<file path="src/ubie_cfg.svh">
// constants for the bulk/interrupt endpoint block: payload sizes, report size,
// descriptor field values; included by the endpoint module only
`ifndef UBIE_CFG_SVH
`define UBIE_CFG_SVH
// bulk payload limits per bus speed, last interrupt report byte index
`define UBIE_FS_MAX_PAYLOAD 9'h040
`define UBIE_HS_MAX_PAYLOAD 9'h100
`define UBIE_REPORT_LAST 3'h7
// device descriptor
`define UBIE_DEV_LEN 8'h12
`define UBIE_TYPE_DEVICE 8'h01
`define UBIE_USB_BCD 16'h0200
`define UBIE_EP0_MPS 8'h08
`define UBIE_DEV_RELEASE 16'h0101
`define UBIE_STR_MANUF 8'h01
`define UBIE_STR_PRODUCT 8'h02
`define UBIE_STR_SERIAL 8'h03
`define UBIE_NUM_CONFIGS 8'h01
// configuration descriptor
`define UBIE_CFG_LEN 8'h09
`define UBIE_TYPE_CONFIG 8'h02
`define UBIE_TOTAL_LEN 16'h0027
`define UBIE_NUM_IFACES 8'h01
`define UBIE_CFG_VALUE 8'h01
`define UBIE_ATTR_BASE 8'h80
`define UBIE_ATTR_WAKE 8'h20
`define UBIE_MAX_POWER 8'h3C
// interface descriptor
`define UBIE_IF_LEN 8'h09
`define UBIE_TYPE_IFACE 8'h04
`define UBIE_NUM_EPS 8'h03
// endpoint 1 descriptor
`define UBIE_EP_LEN 8'h07
`define UBIE_TYPE_EP 8'h05
`define UBIE_EP1_ADDR 8'h81
`define UBIE_EP_BULK 8'h02
`define UBIE_EP1_MPS_FS 16'h0040
`define UBIE_EP1_MPS_HS 16'h0200
`define UBIE_EP1_INTERVAL 8'h00
`endif

</file>
<file path="src/ubie_pkg.sv">
// types shared by the endpoint block: report layout, strap bundle, states
// assumes nothing beyond a SystemVerilog compiler
package ubie_pkg;
  // ----------------------------------------------------------------
  // carriers
  // ----------------------------------------------------------------
  // byte 0 sits in the top bits so the report reads in wire order
  typedef struct packed {
    logic [7:0] network_status_byte;
    logic [7:0] reserved_report_byte_one;
    logic [7:0] reserved_report_byte_two;
    logic [7:0] receive_status_byte;
    logic [7:0] receive_overflow_count_byte;
    logic [7:0] received_frame_count;
    logic [7:0] transmitted_frame_count;
    logic [7:0] reserved_report_byte_seven;
  } ubie_report_t;
  typedef struct packed {
    logic valid;
    logic [15:0] vendor_id;
    logic [7:0] max_power;
    logic [7:0] ep1_interval;
  } ubie_eeprom_t;
  typedef struct packed {
    logic ack;
    logic nak;
  } ubie_hs_t;
  // ----------------------------------------------------------------
  // selectors and states
  // ----------------------------------------------------------------
  typedef enum logic [1:0] {
    DESC_DEVICE = 2'h0,
    DESC_CONFIG = 2'h1,
    DESC_IFACE = 2'h2,
    DESC_EP1 = 2'h3
  } ubie_desc_sel_t;
  typedef enum logic [2:0] {
    F_LEN_LO = 3'h1,
    F_LEN_HI = 3'h2,
    F_DATA = 3'h4
  } ubie_frame_state_t;
  typedef enum logic [2:0] {
    E_IDLE = 3'h1,
    E_SEND = 3'h2,
    E_WAIT = 3'h4
  } ubie_ep3_state_t;
endpackage : ubie_pkg

</file>
<file path="src/ubie_endpoints.sv">
// endpoint logic behind the usb device core: bulk out ep2, interrupt in ep3,
// default descriptors. assumes the core delivers decoded packets on clk_in.
`include "ubie_cfg.svh"
module ubie_endpoints #(
  parameter logic [15:0] VENDOR_ID = 16'h1234, // arbitrary value
  parameter logic [15:0] PRODUCT_ID = 16'h5678 // arbitrary value, like VENDOR_ID
) (
  input wire logic clk_in,
  input wire logic rst_in,
  input wire logic ce_in,
  input wire logic high_speed_in,
  input wire logic ep2_start_in,
  input wire logic ep2_byte_valid_in,
  input wire logic [7:0] ep2_byte_in,
  input wire logic ep2_end_in,
  input wire logic tx_room_in,
  output ubie_pkg::ubie_hs_t ep2_hs_out,
  output logic tx_valid_out,
  output logic [7:0] tx_data_out,
  output logic [15:0] tx_len_out,
  output logic tx_len_valid_out,
  output logic tx_frame_end_out,
  input wire logic ep3_token_in,
  input wire logic ep3_ack_in,
  input wire ubie_pkg::ubie_report_t report_in,
  output logic ep3_nak_out,
  output logic ep3_valid_out,
  output logic [7:0] ep3_data_out,
  output logic ep3_last_out,
  output logic ep3_pending_out,
  input wire logic desc_rd_in,
  input wire ubie_pkg::ubie_desc_sel_t desc_sel_in,
  input wire logic [4:0] desc_index_in,
  input wire logic remote_wake_in,
  input wire ubie_pkg::ubie_eeprom_t eeprom_in,
  output logic [7:0] desc_data_out,
  output logic desc_valid_out
);
  import ubie_pkg::*;

  // ----------------------------------------------------------------
  // bulk out endpoint 2
  // ----------------------------------------------------------------
  logic ep2_accept;
  logic ep2_in_pkt;
  logic [8:0] ep2_count;
  ubie_frame_state_t fstate;
  ubie_frame_state_t next_fstate;
  wire logic [8:0] max_payload = high_speed_in ? `UBIE_HS_MAX_PAYLOAD : `UBIE_FS_MAX_PAYLOAD;
  wire logic ep2_take = ep2_byte_valid_in && ep2_in_pkt && ep2_accept;
  wire logic ep2_short = ep2_count < max_payload;
  wire logic ep2_close = ep2_end_in && ep2_in_pkt && ep2_accept && ep2_short;

  // accept is decided once at packet start so a packet is never half taken
  always_ff @(posedge clk_in) begin
    if (rst_in) begin
      ep2_accept <= 1'b0;
      ep2_in_pkt <= 1'b0;
      ep2_count <= 9'h000;
    end else if (ce_in) begin
      if (ep2_start_in) begin
        ep2_accept <= tx_room_in;
        ep2_in_pkt <= 1'b1;
        ep2_count <= 9'h000;
      end else if (ep2_end_in) begin
        ep2_in_pkt <= 1'b0;
      end else if (ep2_take && ep2_count != 9'h1FF) begin
        ep2_count <= ep2_count + 9'h001;
      end
    end
  end

  // frame parser: length low, length high, then payload bytes
  always_comb begin
    next_fstate = fstate;
    case (fstate)
      F_LEN_LO: if (ep2_take) next_fstate = F_LEN_HI;
      F_LEN_HI: if (ep2_take) next_fstate = F_DATA;
      F_DATA: next_fstate = F_DATA;
      default: next_fstate = F_LEN_LO;
    endcase
    if (ep2_close) begin
      next_fstate = F_LEN_LO;
    end
  end

  // handshake pulses one cycle after the packet end
  always_ff @(posedge clk_in) begin
    if (rst_in) begin
      fstate <= F_LEN_LO;
      ep2_hs_out <= '0;
      tx_valid_out <= 1'b0;
      tx_data_out <= 8'h00;
      tx_len_out <= 16'h0000;
      tx_len_valid_out <= 1'b0;
      tx_frame_end_out <= 1'b0;
    end else if (ce_in) begin
      fstate <= next_fstate;
      ep2_hs_out.ack <= ep2_end_in && ep2_in_pkt && ep2_accept;
      ep2_hs_out.nak <= ep2_end_in && ep2_in_pkt && !ep2_accept;
      tx_frame_end_out <= ep2_close;
      tx_valid_out <= ep2_take && fstate == F_DATA;
      tx_len_valid_out <= ep2_take && fstate == F_LEN_HI;
      if (ep2_take) begin
        tx_data_out <= ep2_byte_in;
      end
      if (ep2_take && fstate == F_LEN_LO) begin
        tx_len_out[7:0] <= ep2_byte_in;
      end
      if (ep2_take && fstate == F_LEN_HI) begin
        tx_len_out[15:8] <= ep2_byte_in;
      end
    end
  end

  // ----------------------------------------------------------------
  // interrupt in endpoint 3
  // ----------------------------------------------------------------
  ubie_ep3_state_t estate;
  ubie_report_t prev_report;
  ubie_report_t snap;
  logic [2:0] ep3_idx;
  // reserved bytes never raise an interrupt on their own
  wire logic report_changed = report_in.network_status_byte != prev_report.network_status_byte
    || report_in.receive_status_byte != prev_report.receive_status_byte
    || report_in.receive_overflow_count_byte != prev_report.receive_overflow_count_byte
    || report_in.received_frame_count != prev_report.received_frame_count
    || report_in.transmitted_frame_count != prev_report.transmitted_frame_count;
  wire logic ep3_delivered = ep3_ack_in && estate == E_WAIT;
  wire logic next_pending = report_changed || (ep3_pending_out && !ep3_delivered);
  wire logic ep3_idle_poll = ep3_token_in && estate == E_IDLE;
  wire logic [7:0] snap_byte = snap[{~ep3_idx, 3'b000} +: 8];

  // pending flag: a change in the ack cycle keeps it set
  always_ff @(posedge clk_in) begin
    if (rst_in) begin
      prev_report <= '0;
      ep3_pending_out <= 1'b0;
    end else if (ce_in) begin
      prev_report <= report_in;
      ep3_pending_out <= next_pending;
    end
  end

  // report sender; a repeat poll before the ack resends the same snapshot
  always_ff @(posedge clk_in) begin
    if (rst_in) begin
      estate <= E_IDLE;
      snap <= '0;
      ep3_idx <= 3'h0;
      ep3_nak_out <= 1'b0;
      ep3_valid_out <= 1'b0;
      ep3_data_out <= 8'h00;
      ep3_last_out <= 1'b0;
    end else if (ce_in) begin
      ep3_nak_out <= ep3_idle_poll && !ep3_pending_out;
      ep3_valid_out <= estate == E_SEND;
      ep3_last_out <= estate == E_SEND && ep3_idx == `UBIE_REPORT_LAST;
      ep3_data_out <= estate == E_SEND ? snap_byte : 8'h00;
      case (estate)
        E_IDLE: begin
          if (ep3_idle_poll && ep3_pending_out) begin
            snap <= report_in;
            ep3_idx <= 3'h0;
            estate <= E_SEND;
          end
        end
        E_SEND: begin
          ep3_idx <= ep3_idx + 3'h1;
          if (ep3_idx == `UBIE_REPORT_LAST) begin
            estate <= E_WAIT;
          end
        end
        E_WAIT: begin
          if (ep3_ack_in) begin
            estate <= E_IDLE;
          end else if (ep3_token_in) begin
            ep3_idx <= 3'h0;
            estate <= E_SEND;
          end
        end
        default: estate <= E_IDLE;
      endcase
    end
  end

  // ----------------------------------------------------------------
  // descriptor rom
  // ----------------------------------------------------------------
  wire logic [15:0] usb_bcd = `UBIE_USB_BCD;
  wire logic [15:0] dev_rel = `UBIE_DEV_RELEASE;
  wire logic [15:0] total_len = `UBIE_TOTAL_LEN;
  wire logic [15:0] vendor = eeprom_in.valid ? eeprom_in.vendor_id : VENDOR_ID;
  wire logic [15:0] ep1_mps = high_speed_in ? `UBIE_EP1_MPS_HS : `UBIE_EP1_MPS_FS;
  wire logic [7:0] attr = `UBIE_ATTR_BASE | (remote_wake_in ? `UBIE_ATTR_WAKE : 8'h00);
  wire logic [7:0] power = eeprom_in.valid ? eeprom_in.max_power : `UBIE_MAX_POWER;
  wire logic [7:0] ep1_ival = eeprom_in.valid ? eeprom_in.ep1_interval : `UBIE_EP1_INTERVAL;
  logic [7:0] desc_byte;

  // unlisted offsets, class codes and string indices of zero read as 00
  always_comb begin
    desc_byte = 8'h00;
    case (desc_sel_in)
      DESC_DEVICE: begin
        case (desc_index_in)
          5'h00: desc_byte = `UBIE_DEV_LEN;
          5'h01: desc_byte = `UBIE_TYPE_DEVICE;
          5'h02: desc_byte = usb_bcd[7:0];
          5'h03: desc_byte = usb_bcd[15:8];
          5'h07: desc_byte = `UBIE_EP0_MPS;
          5'h08: desc_byte = vendor[7:0];
          5'h09: desc_byte = vendor[15:8];
          5'h0A: desc_byte = PRODUCT_ID[7:0];
          5'h0B: desc_byte = PRODUCT_ID[15:8];
          5'h0C: desc_byte = dev_rel[7:0];
          5'h0D: desc_byte = dev_rel[15:8];
          5'h0E: desc_byte = `UBIE_STR_MANUF;
          5'h0F: desc_byte = `UBIE_STR_PRODUCT;
          5'h10: desc_byte = `UBIE_STR_SERIAL;
          5'h11: desc_byte = `UBIE_NUM_CONFIGS;
          default: desc_byte = 8'h00;
        endcase
      end
      DESC_CONFIG: begin
        case (desc_index_in)
          5'h00: desc_byte = `UBIE_CFG_LEN;
          5'h01: desc_byte = `UBIE_TYPE_CONFIG;
          5'h02: desc_byte = total_len[7:0];
          5'h03: desc_byte = total_len[15:8];
          5'h04: desc_byte = `UBIE_NUM_IFACES;
          5'h05: desc_byte = `UBIE_CFG_VALUE;
          5'h07: desc_byte = attr;
          5'h08: desc_byte = power;
          default: desc_byte = 8'h00;
        endcase
      end
      DESC_IFACE: begin
        case (desc_index_in)
          5'h00: desc_byte = `UBIE_IF_LEN;
          5'h01: desc_byte = `UBIE_TYPE_IFACE;
          5'h04: desc_byte = `UBIE_NUM_EPS;
          default: desc_byte = 8'h00;
        endcase
      end
      DESC_EP1: begin
        case (desc_index_in)
          5'h00: desc_byte = `UBIE_EP_LEN;
          5'h01: desc_byte = `UBIE_TYPE_EP;
          5'h02: desc_byte = `UBIE_EP1_ADDR;
          5'h03: desc_byte = `UBIE_EP_BULK;
          5'h04: desc_byte = ep1_mps[7:0];
          5'h05: desc_byte = ep1_mps[15:8];
          5'h06: desc_byte = ep1_ival;
          default: desc_byte = 8'h00;
        endcase
      end
      default: desc_byte = 8'h00;
    endcase
  end

  // registered read port, one cycle latency
  always_ff @(posedge clk_in) begin
    if (rst_in) begin
      desc_data_out <= 8'h00;
      desc_valid_out <= 1'b0;
    end else if (ce_in) begin
      desc_valid_out <= desc_rd_in;
      if (desc_rd_in) begin
        desc_data_out <= desc_byte;
      end
    end
  end
endmodule : ubie_endpoints

</file>
<file path="config.mk">
export PLATFORM = sky130hd
export DESIGN_NAME = ubie_endpoints
export DESIGN_NICKNAME = d
export VERILOG_FILES = /design/src/ubie_pkg.sv /design/src/ubie_endpoints.sv
export VERILOG_INCLUDE_DIRS = /design/src
export SDC_FILE = /design/constraint.sdc
export NUM_CORES = 1
export LEC_CHECK = 0
export ABC_AREA = 1
export BUFFER_PORTS_ARGS = -buffer_cell sky130_fd_sc_hd__buf_4
export CAP_MARGIN = 20
export CORE_MARGIN = 2
export CORE_UTILIZATION = 25
export DETAILED_ROUTE_END_ITERATION = 8
export PLACE_DENSITY_LB_ADDON = 0.3
export SLEW_MARGIN = 20
export SYNTH_ARGS = -nofsm -noshare
export SYNTH_HDL_FRONTEND = slang
export SYNTH_SLANG_ARGS = --single-unit
</file>
<file path="constraint.sdc">
create_clock -name clk_in -period 2.35 [get_ports clk_in]
set_clock_uncertainty 0.1 [all_clocks]
set_input_delay 0.47 -clock clk_in [delete_from_list [all_inputs] [get_ports clk_in]]
set_output_delay 0.47 -clock clk_in [all_outputs]
set_load 0.05 [all_outputs]
</file>
* Word level (Yosys, flattened, before mapping)
Index checks and enable logic that the tools add are counted.
** Storage, ports and cells
- Bits in registers :: 174
- Output and inout bits :: 50
- Logic and storage cells :: 153
- Input bits :: 124
** Operators by class
- Muxes and demuxes :: 30
- Eq/ne operators :: 41
- Bitwise logic cells :: 1
- Add/sub/neg operators :: 2
- Shift-type cells :: 1
- Magnitude comparators :: 1
- Reduce and logical (&&, ||, !) cells :: 43
** Operator list (number)
- $pmux W8 S9 :: 1
- $shiftx A64 B7 Y8 :: 1
- $pmux W8 S7 :: 1
- $pmux W8 S6 :: 1
- $eq A5 B4 Y1 const B :: 8
- $ne A8 B8 Y1 :: 5
- $mux W9 :: 4
- $pmux W8 S4 :: 1
- $mux W3 :: 10
- $pmux W3 S3 :: 3
- $mux W8 :: 3
- $eq A5 B3 Y1 const B :: 4
- $logic_and A1 B1 Y1 :: 16
- $mux W16 :: 1
- $pmux W4 S3 :: 1
- $reduce_and A2 Y1 :: 6
- $eq A5 B2 Y1 const B :: 2
- $eq A5 B5 Y1 const B :: 2
- $mux W10 :: 1
- $add A9 B1 Y9 const B :: 1
- $eq A3 B3 Y1 const B :: 3
- $lt A9 B9 Y1 :: 1
- $ne A3 B3 Y1 const B :: 3
- $ne A9 B9 Y1 const B :: 1
- 22 further kinds :: 39

* Depth between registers and ports, before layout
Gate-level depths: netlist of the first run.
- Depth after elaboration :: 6
- Mapped depth :: 13

* Least setup slack after synthesis of the first run
No wires, ideal clock.
- Kind :: reg-to-reg
- Start point :: register ep2_count[0]
- End point :: register ep2_count[4]
- Data required time :: 2.135 ns
- Arrival :: 1.550 ns
- Stages on the path, launching flop included :: 14
- Setup slack :: 0.585 ns
- Path buffers :: 0
- Period minus slack after synthesis :: 1.765 ns
- Setup time :: 0.115 ns
- Cell sequence :: dfxtp_1 > ha_1 > nand2_1 > nor2_1 > nand2_1 > nor2_1 > ha_1 > nor2_1 > nand2_2 > nand2_4 > nand3_1 > nor2_1 > nand2_1 > and3_1
** On the way
- Longest elaborated chain between the ends :: 4
- Elaborated cells between the ends (all ways) :: 8
** RTL lines
- start: declaration :: line ubie_endpoints.sv:46 : logic [8:0] ep2_count;
- start signal: assignment :: line ubie_endpoints.sv:68 : ep2_count <= ep2_count + 9'h001;
- $add A9 B1 Y9 / $ne A9 B9 Y1 (equally long branches) :: line ubie_endpoints.sv:68, ubie_endpoints.sv:67
- $mux W9 / $logic_and A1 B1 Y1 (equally long branches) :: line ubie_endpoints.sv:67 : end else if (ep2_take && ep2_count != 9'h1FF) begin
- $mux W9 / $reduce_bool A2 Y1 (equally long branches)
- $mux W9 / $reduce_and A3 Y1 (equally long branches)
Several ways; a longest one is shown, not always the timed one. The select of a mux whose other input is x is not followed.
A chain may end at the register's enable or synchronous reset.

* Worst setup path in the final report of the first run
Same ends and word-level chain as after synthesis.

==> results of run 1 <==
registers in the layout, summed over array words and instances, names as in the netlist, 2 cells and up:
signal and cells:
snap 64, prev_report 40, tx_len_out 16, ep2_count 9
desc_data_out 8, ep3_data_out 8, tx_data_out 8, ep3_idx 3
estate 3, fstate 3, ep2_hs_out 2
final cells by class:
class / count / area (um2) / share of cell area (%)
Inverter: 175 / 658 / 6.15
Clock inverter: 14 / 188 / 1.75
Multi-Input combinational cell: 820 / 3910 / 36.5
Timing Repair Buffer: 191 / 1470 / 13.7
Sequential cell: 174 / 3480 / 32.5
Tap cell: 442 / 553 / 5.17
Clock buffer: 18 / 439 / 4.10
Yosys cell counts (3+ instances only):
cell                       number  area, um2
sky130_fd_sc_hd__dfxtp_1      174       3480
sky130_fd_sc_hd__nor2_2         3       18.8
sky130_fd_sc_hd__buf_1          6       22.5
sky130_fd_sc_hd__nor2_4         5       56.3
sky130_fd_sc_hd__xnor2_1        8       70.1
sky130_fd_sc_hd__nand2_2        4       25.0
sky130_fd_sc_hd__nor3_1         5       25.0
sky130_fd_sc_hd__xor2_1         3       26.3
sky130_fd_sc_hd__nand3_1       53        265
sky130_fd_sc_hd__nand4_1        6       37.5
sky130_fd_sc_hd__ha_1           5       62.6
sky130_fd_sc_hd__a21oi_1      176        881
sky130_fd_sc_hd__buf_2         14       70.1
sky130_fd_sc_hd__clkbuf_1      38        143
sky130_fd_sc_hd__o211ai_1       8       60.1
sky130_fd_sc_hd__inv_2         10       37.5
sky130_fd_sc_hd__nand2_1      227        852
sky130_fd_sc_hd__inv_1        163        612
sky130_fd_sc_hd__nor2_1       112        420
sky130_fd_sc_hd__o21ai_0      187        936
where the power goes:
group	switching, W	leakage [nW]	internal (W)
Combinational	0.000668	2.91	0.000409
Sequential	0.0000739	1.42	0.00308
Clock	0.00135	0.301	0.00166
Total	0.00209	4.63	0.00515
worst max-delay path, cell delays in order, from the launching register on:
cell	delay [ns]
sky130_fd_sc_hd__dfxtp_1	0.34
sky130_fd_sc_hd__ha_1	0.24
sky130_fd_sc_hd__nand2_1	0.07
sky130_fd_sc_hd__nor2_1	0.05
sky130_fd_sc_hd__nand2_1	0.07
sky130_fd_sc_hd__nor2_1	0.04
sky130_fd_sc_hd__ha_1	0.16
sky130_fd_sc_hd__nor2_1	0.10
sky130_fd_sc_hd__nand2_2	0.10
sky130_fd_sc_hd__nand2_4	0.13
sky130_fd_sc_hd__nand3_1	0.13
sky130_fd_sc_hd__nor2_1	0.12
sky130_fd_sc_hd__nand2_1	0.07
sky130_fd_sc_hd__and3_1	0.15
metrics by stage:
| stage | setup slack (ns) | instance area (um2) | util, % | hold WS, ns |
|---|---|---|---|---|
| 6_report | 0.364 | 10700 | 32.9 | 0.186 |
| 5_1_grt | 0.158 | 10700 | 32.9 | 0.194 |
| 4_1_cts | 0.371 | 10700 | 32.9 | 0.175 |
| 3_5_place_dp | 0.377 | 10100 | 31.0 | 0.333 |
| 3_3_place_gp | 0.445 | 10100 | 31.0 | 0.331 |
| 2_1_floorplan | 0.585 | 8280 | - | 0.320 |
final timing paths:
| check | to | slack [ns] | cells past startpoint |
|---|---|---|---|
| setup / recovery | ep2_count[4] | 0.36 | 13 |
| hold / removal | prev_report[18] | 0.19 | 3 |
| setup reg to reg | ep2_count[4] | 0.36 | 13 |
| hold reg to reg | snap[26] | 0.34 | 2 |
logic make-up after synthesis:
family          Yosys count  synth area share (%)
flops                   174                  42.1
fa+ha+maj                 5                 0.756
simple gates            424                  21.8
xor+xnor                 11                  1.16
compound gates          380                  23.4
buf+inv                 233                  10.8
metal layers:
metal / track usage (%) / vias to the layer above / part of all wire (%)
met1: 19.7 / 3734 / 45
met3: 4.09 / 26 / 6.3
met4: 4.22 / 6 / 1.3
met5: 0 / - / 0.17
li1: - / 4270 / -
met2: 25.6 / 208 / 47
==> metrics.csv, run 1 <==
metric,value,unit
max cap viols,0,
Pwr per Cell Area,676,nW/um2
Syn Area/Cell,6.74,um2
data required time of the critical path,2.58,ns
Resized Gates After CTS,0,
number of instances in the synthesized netlist,1227,
number of antenna violations at the first check in global routing,3,
sinks on the clock net,174,
total congestion overflow after global routing,0,
final-layout setup total negative slack,0,ns
number of fillers in the final layout,3551,
wire length per cell,14.3,um
RR Startpoint,ep2_count[0],
total number of nets in the final design,1508,
Routability Congestion,0.864,
number of vias after detailed routing,8244,
I/O Buffers,173,
clock tree root buffer cell,sky130_fd_sc_hd__clkbuf_16,
count of distinct cell types in the synthesized netlist,36,
post-cts hold buffer count,0,
Main synth FF type,sky130_fd_sc_hd__dfxtp_1,
post-CTS setup buffer count,0,
Clock transition at path regs,0.08,ns
post-detailed-route via-to-cell ratio,4.50,
share of async-settable or async-resettable flops after synthesis,0,%
height of the chip,186,um
class of the most critical hold timing path,primary input to flop,
Final Slew Violations,0,
core area,32500,um2
number of register bits inferred by synthesis,174,
final critical-path share of the clock period,84.5,%
relative slew slack,58.0,%
Post-synth EDFFs,0,
sort of element at the end of the critical path,flop,
Clock Tree Buf Depth,2,
vias in the first global route,7751,
full die area,34600,um2
measured slew at the worst slew-check pin,0.628,ns
# setup viols final,0,
share of post-route cells with drive strength above 1,18.2,%
starting DRC count in detailed routing,426,
wire length reported by the detailed router,26.3,mm
DIE WIDTH,186,um
DRC violation count after routing,0,
drt pass-1 iters,5,
worst vdd ir,525,uV
leakage power,4.63,nW
status,completed,
unrepaired setup endpoints after global routing,false,
half-perimeter wire length after placement,19.9,mm
first-pass GRT wire length,41.3,mm
layout overhead on the synthesized area,29.4,%
number of buffers added by the clock tree synthesis step,17,
number of nets with antenna violations after detailed routing,0,
htree depth,4,
clock latency reported for the late side of the worst-skew pair,0.44,ns
TritonCTS clock tree,built,
Final Hold Vio Count,0,
global-route usage over all layers,15.4,%
placed insts,1802,
maximum number of pins on one net before global-route repair,75,
Final Power,0.00724,W
synthesis warning total,0,
Worst Setup Path Type,flop to flop,
number of cells in the finished layout apart from fillers,1834,
post-synthesis cell area,8280,um2
most common library cell in the layout ignoring fill and taps,sky130_fd_sc_hd__nand2_1,
highest achievable clock rate,504,MHz
Post-Syn Nets,1356,
"top library cells by usage in the layout, fill and taps aside","227 x sky130_fd_sc_hd__nand2_1, 188 x sky130_fd_sc_hd__buf_4, 187 x sky130_fd_sc_hd__o21ai_0",
Site Rows,66,
hold path startpoint,report_in[18],
initial standard-cell utilization of the core,25.4,%
kind of start point of the critical path,flop,
number of top-level pins,174,
worst setup path start,ep2_count[0],
"Arr. time, crit path",2.21,ns
sequential element share of the synthesized area,42.1,%
Final min period,1.99,ns
crit-path max FO,9,
# diodes,0,
Note: power is estimated with default switching activity, not from simulation.
==> run 2: changes to the inputs <==
==> constraint.sdc (replaced) <==
create_clock -name clk_in -period 1.7 [get_ports clk_in]
set_clock_uncertainty 0.1 [all_clocks]
set_input_delay 0.34 -clock clk_in [delete_from_list [all_inputs] [get_ports clk_in]]
set_output_delay 0.34 -clock clk_in [all_outputs]
set_load 0.05 [all_outputs]
==> metrics.csv, run 2 (synthesis results as in run 1) <==
metric,value,unit,change
unrepaired setup endpoints after global routing,true,,
core area,32500,um2,unchanged
max cap viols,0,,unchanged
wire length reported by the detailed router,26.8,mm,+1.7%
violations in the final reports,negative setup slack,,
starting DRC count in detailed routing,514,,+21%
total congestion overflow after global routing,0,,unchanged
Post-Route Hold Slack,0.0567,ns,-0.129 ns
number of vias after detailed routing,8262,,+0.22%
vias in the first global route,7819,,+0.88%
clock tree root buffer cell,sky130_fd_sc_hd__clkbuf_16,,
htree depth,4,,unchanged
Clock transition at path regs,0.07,ns,about the same
Regs by FF count,"snap (64), prev_report (40), tx_len_out (16)",,
relative slew slack,57.2,%,-0.75 points
global-route usage over all layers,15.5,%,+0.029 points
placed insts,1835,,+1.8%
total number of nets in the final design,1544,,+2.4%
Site Rows,66,,unchanged
"top library cells by usage in the layout, fill and taps aside","224 x sky130_fd_sc_hd__nand2_1, 218 x sky130_fd_sc_hd__buf_4, 183 x sky130_fd_sc_hd__o21ai_0",,
Largest register FFs,64,,unchanged
Final min period,1.74,ns,-0.245 ns
Final Hold Vio Count,0,,unchanged
measured slew at the worst slew-check pin,0.642,ns,+0.0136 ns
wire length per cell,14.3,um,-0.27%
post-detailed-route via-to-cell ratio,4.42,,-1.8%
GR Util met1,20.0,%,+0.28 points
clock latency reported for the late side of the worst-skew pair,0.43,ns,about the same
cell family with most CP delay,simple AND/OR/NAND/NOR gates,,
first-pass GRT wire length,41.7,mm,+0.95%
area occupied by multi-input gates,4000,um2,+2.2%
crit-path max FO,6,,-3
final-layout setup total negative slack,-0.0777,ns,-0.0777 ns
CP Cell Sequence,ha_4 > nand2_4 > nor2_4 > nand2_2 > nor2_2 > ha_2 > nor2_2 > nand2_2 > nand2_4 > nand3_2 > nor2_2 > o21ai_1 > a21oi_1,,
kind of start point of the critical path,flop,,
number of top-level pins,174,,unchanged
# setup viols final,3,,+3
post-cts hold buffer count,0,,unchanged
worst path buffer plus inverter count,0,,unchanged
data required time of the critical path,1.92,ns,-0.66 ns
sort of element at the end of the critical path,flop,,
number of cells in the finished layout apart from fillers,1871,,+2.0%
leakage power,4.84,nW,+4.4%
crit path max-delay cell type,sky130_fd_sc_hd__dfxtp_2,,
final critical-path share of the clock period,102,%,+18 points
number of fillers in the final layout,3569,,+0.51%
final worst-path setup slack,-0.0402,ns,-0.405 ns
Crit path largest cell delay,0.35,ns,about the same
class of the most critical hold timing path,primary input to flop,,
number of nets with antenna violations after detailed routing,0,,unchanged
Routability Congestion,0.920,,+6.5%
most common library cell in the layout ignoring fill and taps,sky130_fd_sc_hd__nand2_1,,
DIE WIDTH,186,um,unchanged
drt pass-1 iters,5,,unchanged
sinks on the clock net,174,,unchanged
share of post-route cells with drive strength above 1,21.8,%,+3.6 points
TritonCTS clock tree,built,,
Final Slew Violations,0,,unchanged
initial standard-cell utilization of the core,25.4,%,unchanged
height of the chip,186,um,unchanged
area taken by flip-flops and latches,3490,um2,+0.14%
number of buffers added by the clock tree synthesis step,17,,unchanged
Pwr per Cell Area,895,nW/um2,+32%
highest achievable clock rate,575,MHz,+14%
layout overhead on the synthesized area,34.0,%,
half-perimeter wire length after placement,20.2,mm,+1.4%
I/O Buffers,173,,unchanged
Final Power,0.00993,W,+37%
"Arr. time, crit path",1.96,ns,-0.25 ns
met3 track demand over resource in global routing,3.33,%,-0.76 points
status,"complete, but fails checks",,
global routing usage on met2,26.2,%,+0.55 points
Clock Tree Buf Depth,2,,unchanged
worst vdd ir,710,uV,+35%
most utilized layer in the global route result,met2,,
most used cell along the critical path,sky130_fd_sc_hd__nor2_2,,
register name with the most flops,snap,,
Worst Setup Path Type,flop to flop,,
number of antenna violations at the first check in global routing,1,,-2
final core occ,34.1,%,+1.2 points
maximum number of pins on one net before global-route repair,71,,-5.3%
full die area,34600,um2,unchanged
DRC violation count after routing,0,,unchanged
==> run 2: cell count changes in the layout (fill, tap and decap cells not counted), moves of 4 or more <==
cell / previous run / this run
sky130_fd_sc_hd__o21ai_0: 187 / 183
sky130_fd_sc_hd__nand3_2: 1 / 5
sky130_fd_sc_hd__dfxtp_1: 174 / 170
sky130_fd_sc_hd__buf_4: 188 / 218
sky130_fd_sc_hd__nor2_1: 112 / 107
sky130_fd_sc_hd__nor2_2: 3 / 7
sky130_fd_sc_hd__nand3_1: 52 / 48
sky130_fd_sc_hd__dfxtp_2: 0 / 4
==> run 2: layer usage <==
layer,vias up,wire [um],part of all wire (%)
li1,4345,-,-
met1,3707,12400,46
met2,188,12700,48
met3,20,1280,4.8
met4,2,318,1.2
met5,-,13,0.049
==> run 2: metrics by stage <==
stage	setup slack [ns]	cell area, um2
global placement	-0.0492	10400
floorplan	0.00820	8300
detailed placement	-0.0717	10400
global route	-0.182	11100
finish	-0.0402	11100
CTS	-0.0522	11000
==> run 2: cell type report <==
cell class	count	share of cell area, %
Antenna cell	1	0.0226
Clock buffer	19	3.90
Clock inverter	13	1.43
Inverter	175	5.93
Multi-Input combinational cell	820	36.1
Sequential cell	174	31.5
Tap cell	442	4.99
Timing Repair Buffer	227	16.2
==> run 2: tightest hold or removal path: cells and delay by family <==
kind / cells / cell delay, ns
simple gates: 2 / 0.12
buf+inv: 1 / 0.09
==> run 2: path summary, 6_finish.rpt <==
kind,startpoint,end,slack [ns],depth (start not counted)
hold / removal,ep2_byte_in[7],tx_len_out[15],0.06,3
setup / recovery,ep2_count[1],ep2_count[5],-0.04,13
setup reg to reg,ep2_count[1],ep2_count[5],-0.04,13
hold reg to reg,snap[63],snap[63],0.34,2
==> run 2: power by group <==
part	switching (W)	total, W	internal (W)
clock network	0.00179	0.00400	0.00221
registers	0.000111	0.00438	0.00426
logic	0.000932	0.00156	0.000628
==> run 2: repair_timing <==
item,4_1_cts,5_1_grt
endpoints found under the hold margin,0,0
cloned,0,1
endpoints found under the setup margin,8,25
pin swaps,9,9
buffers inserted,1,1
gates resized for setup,10,18
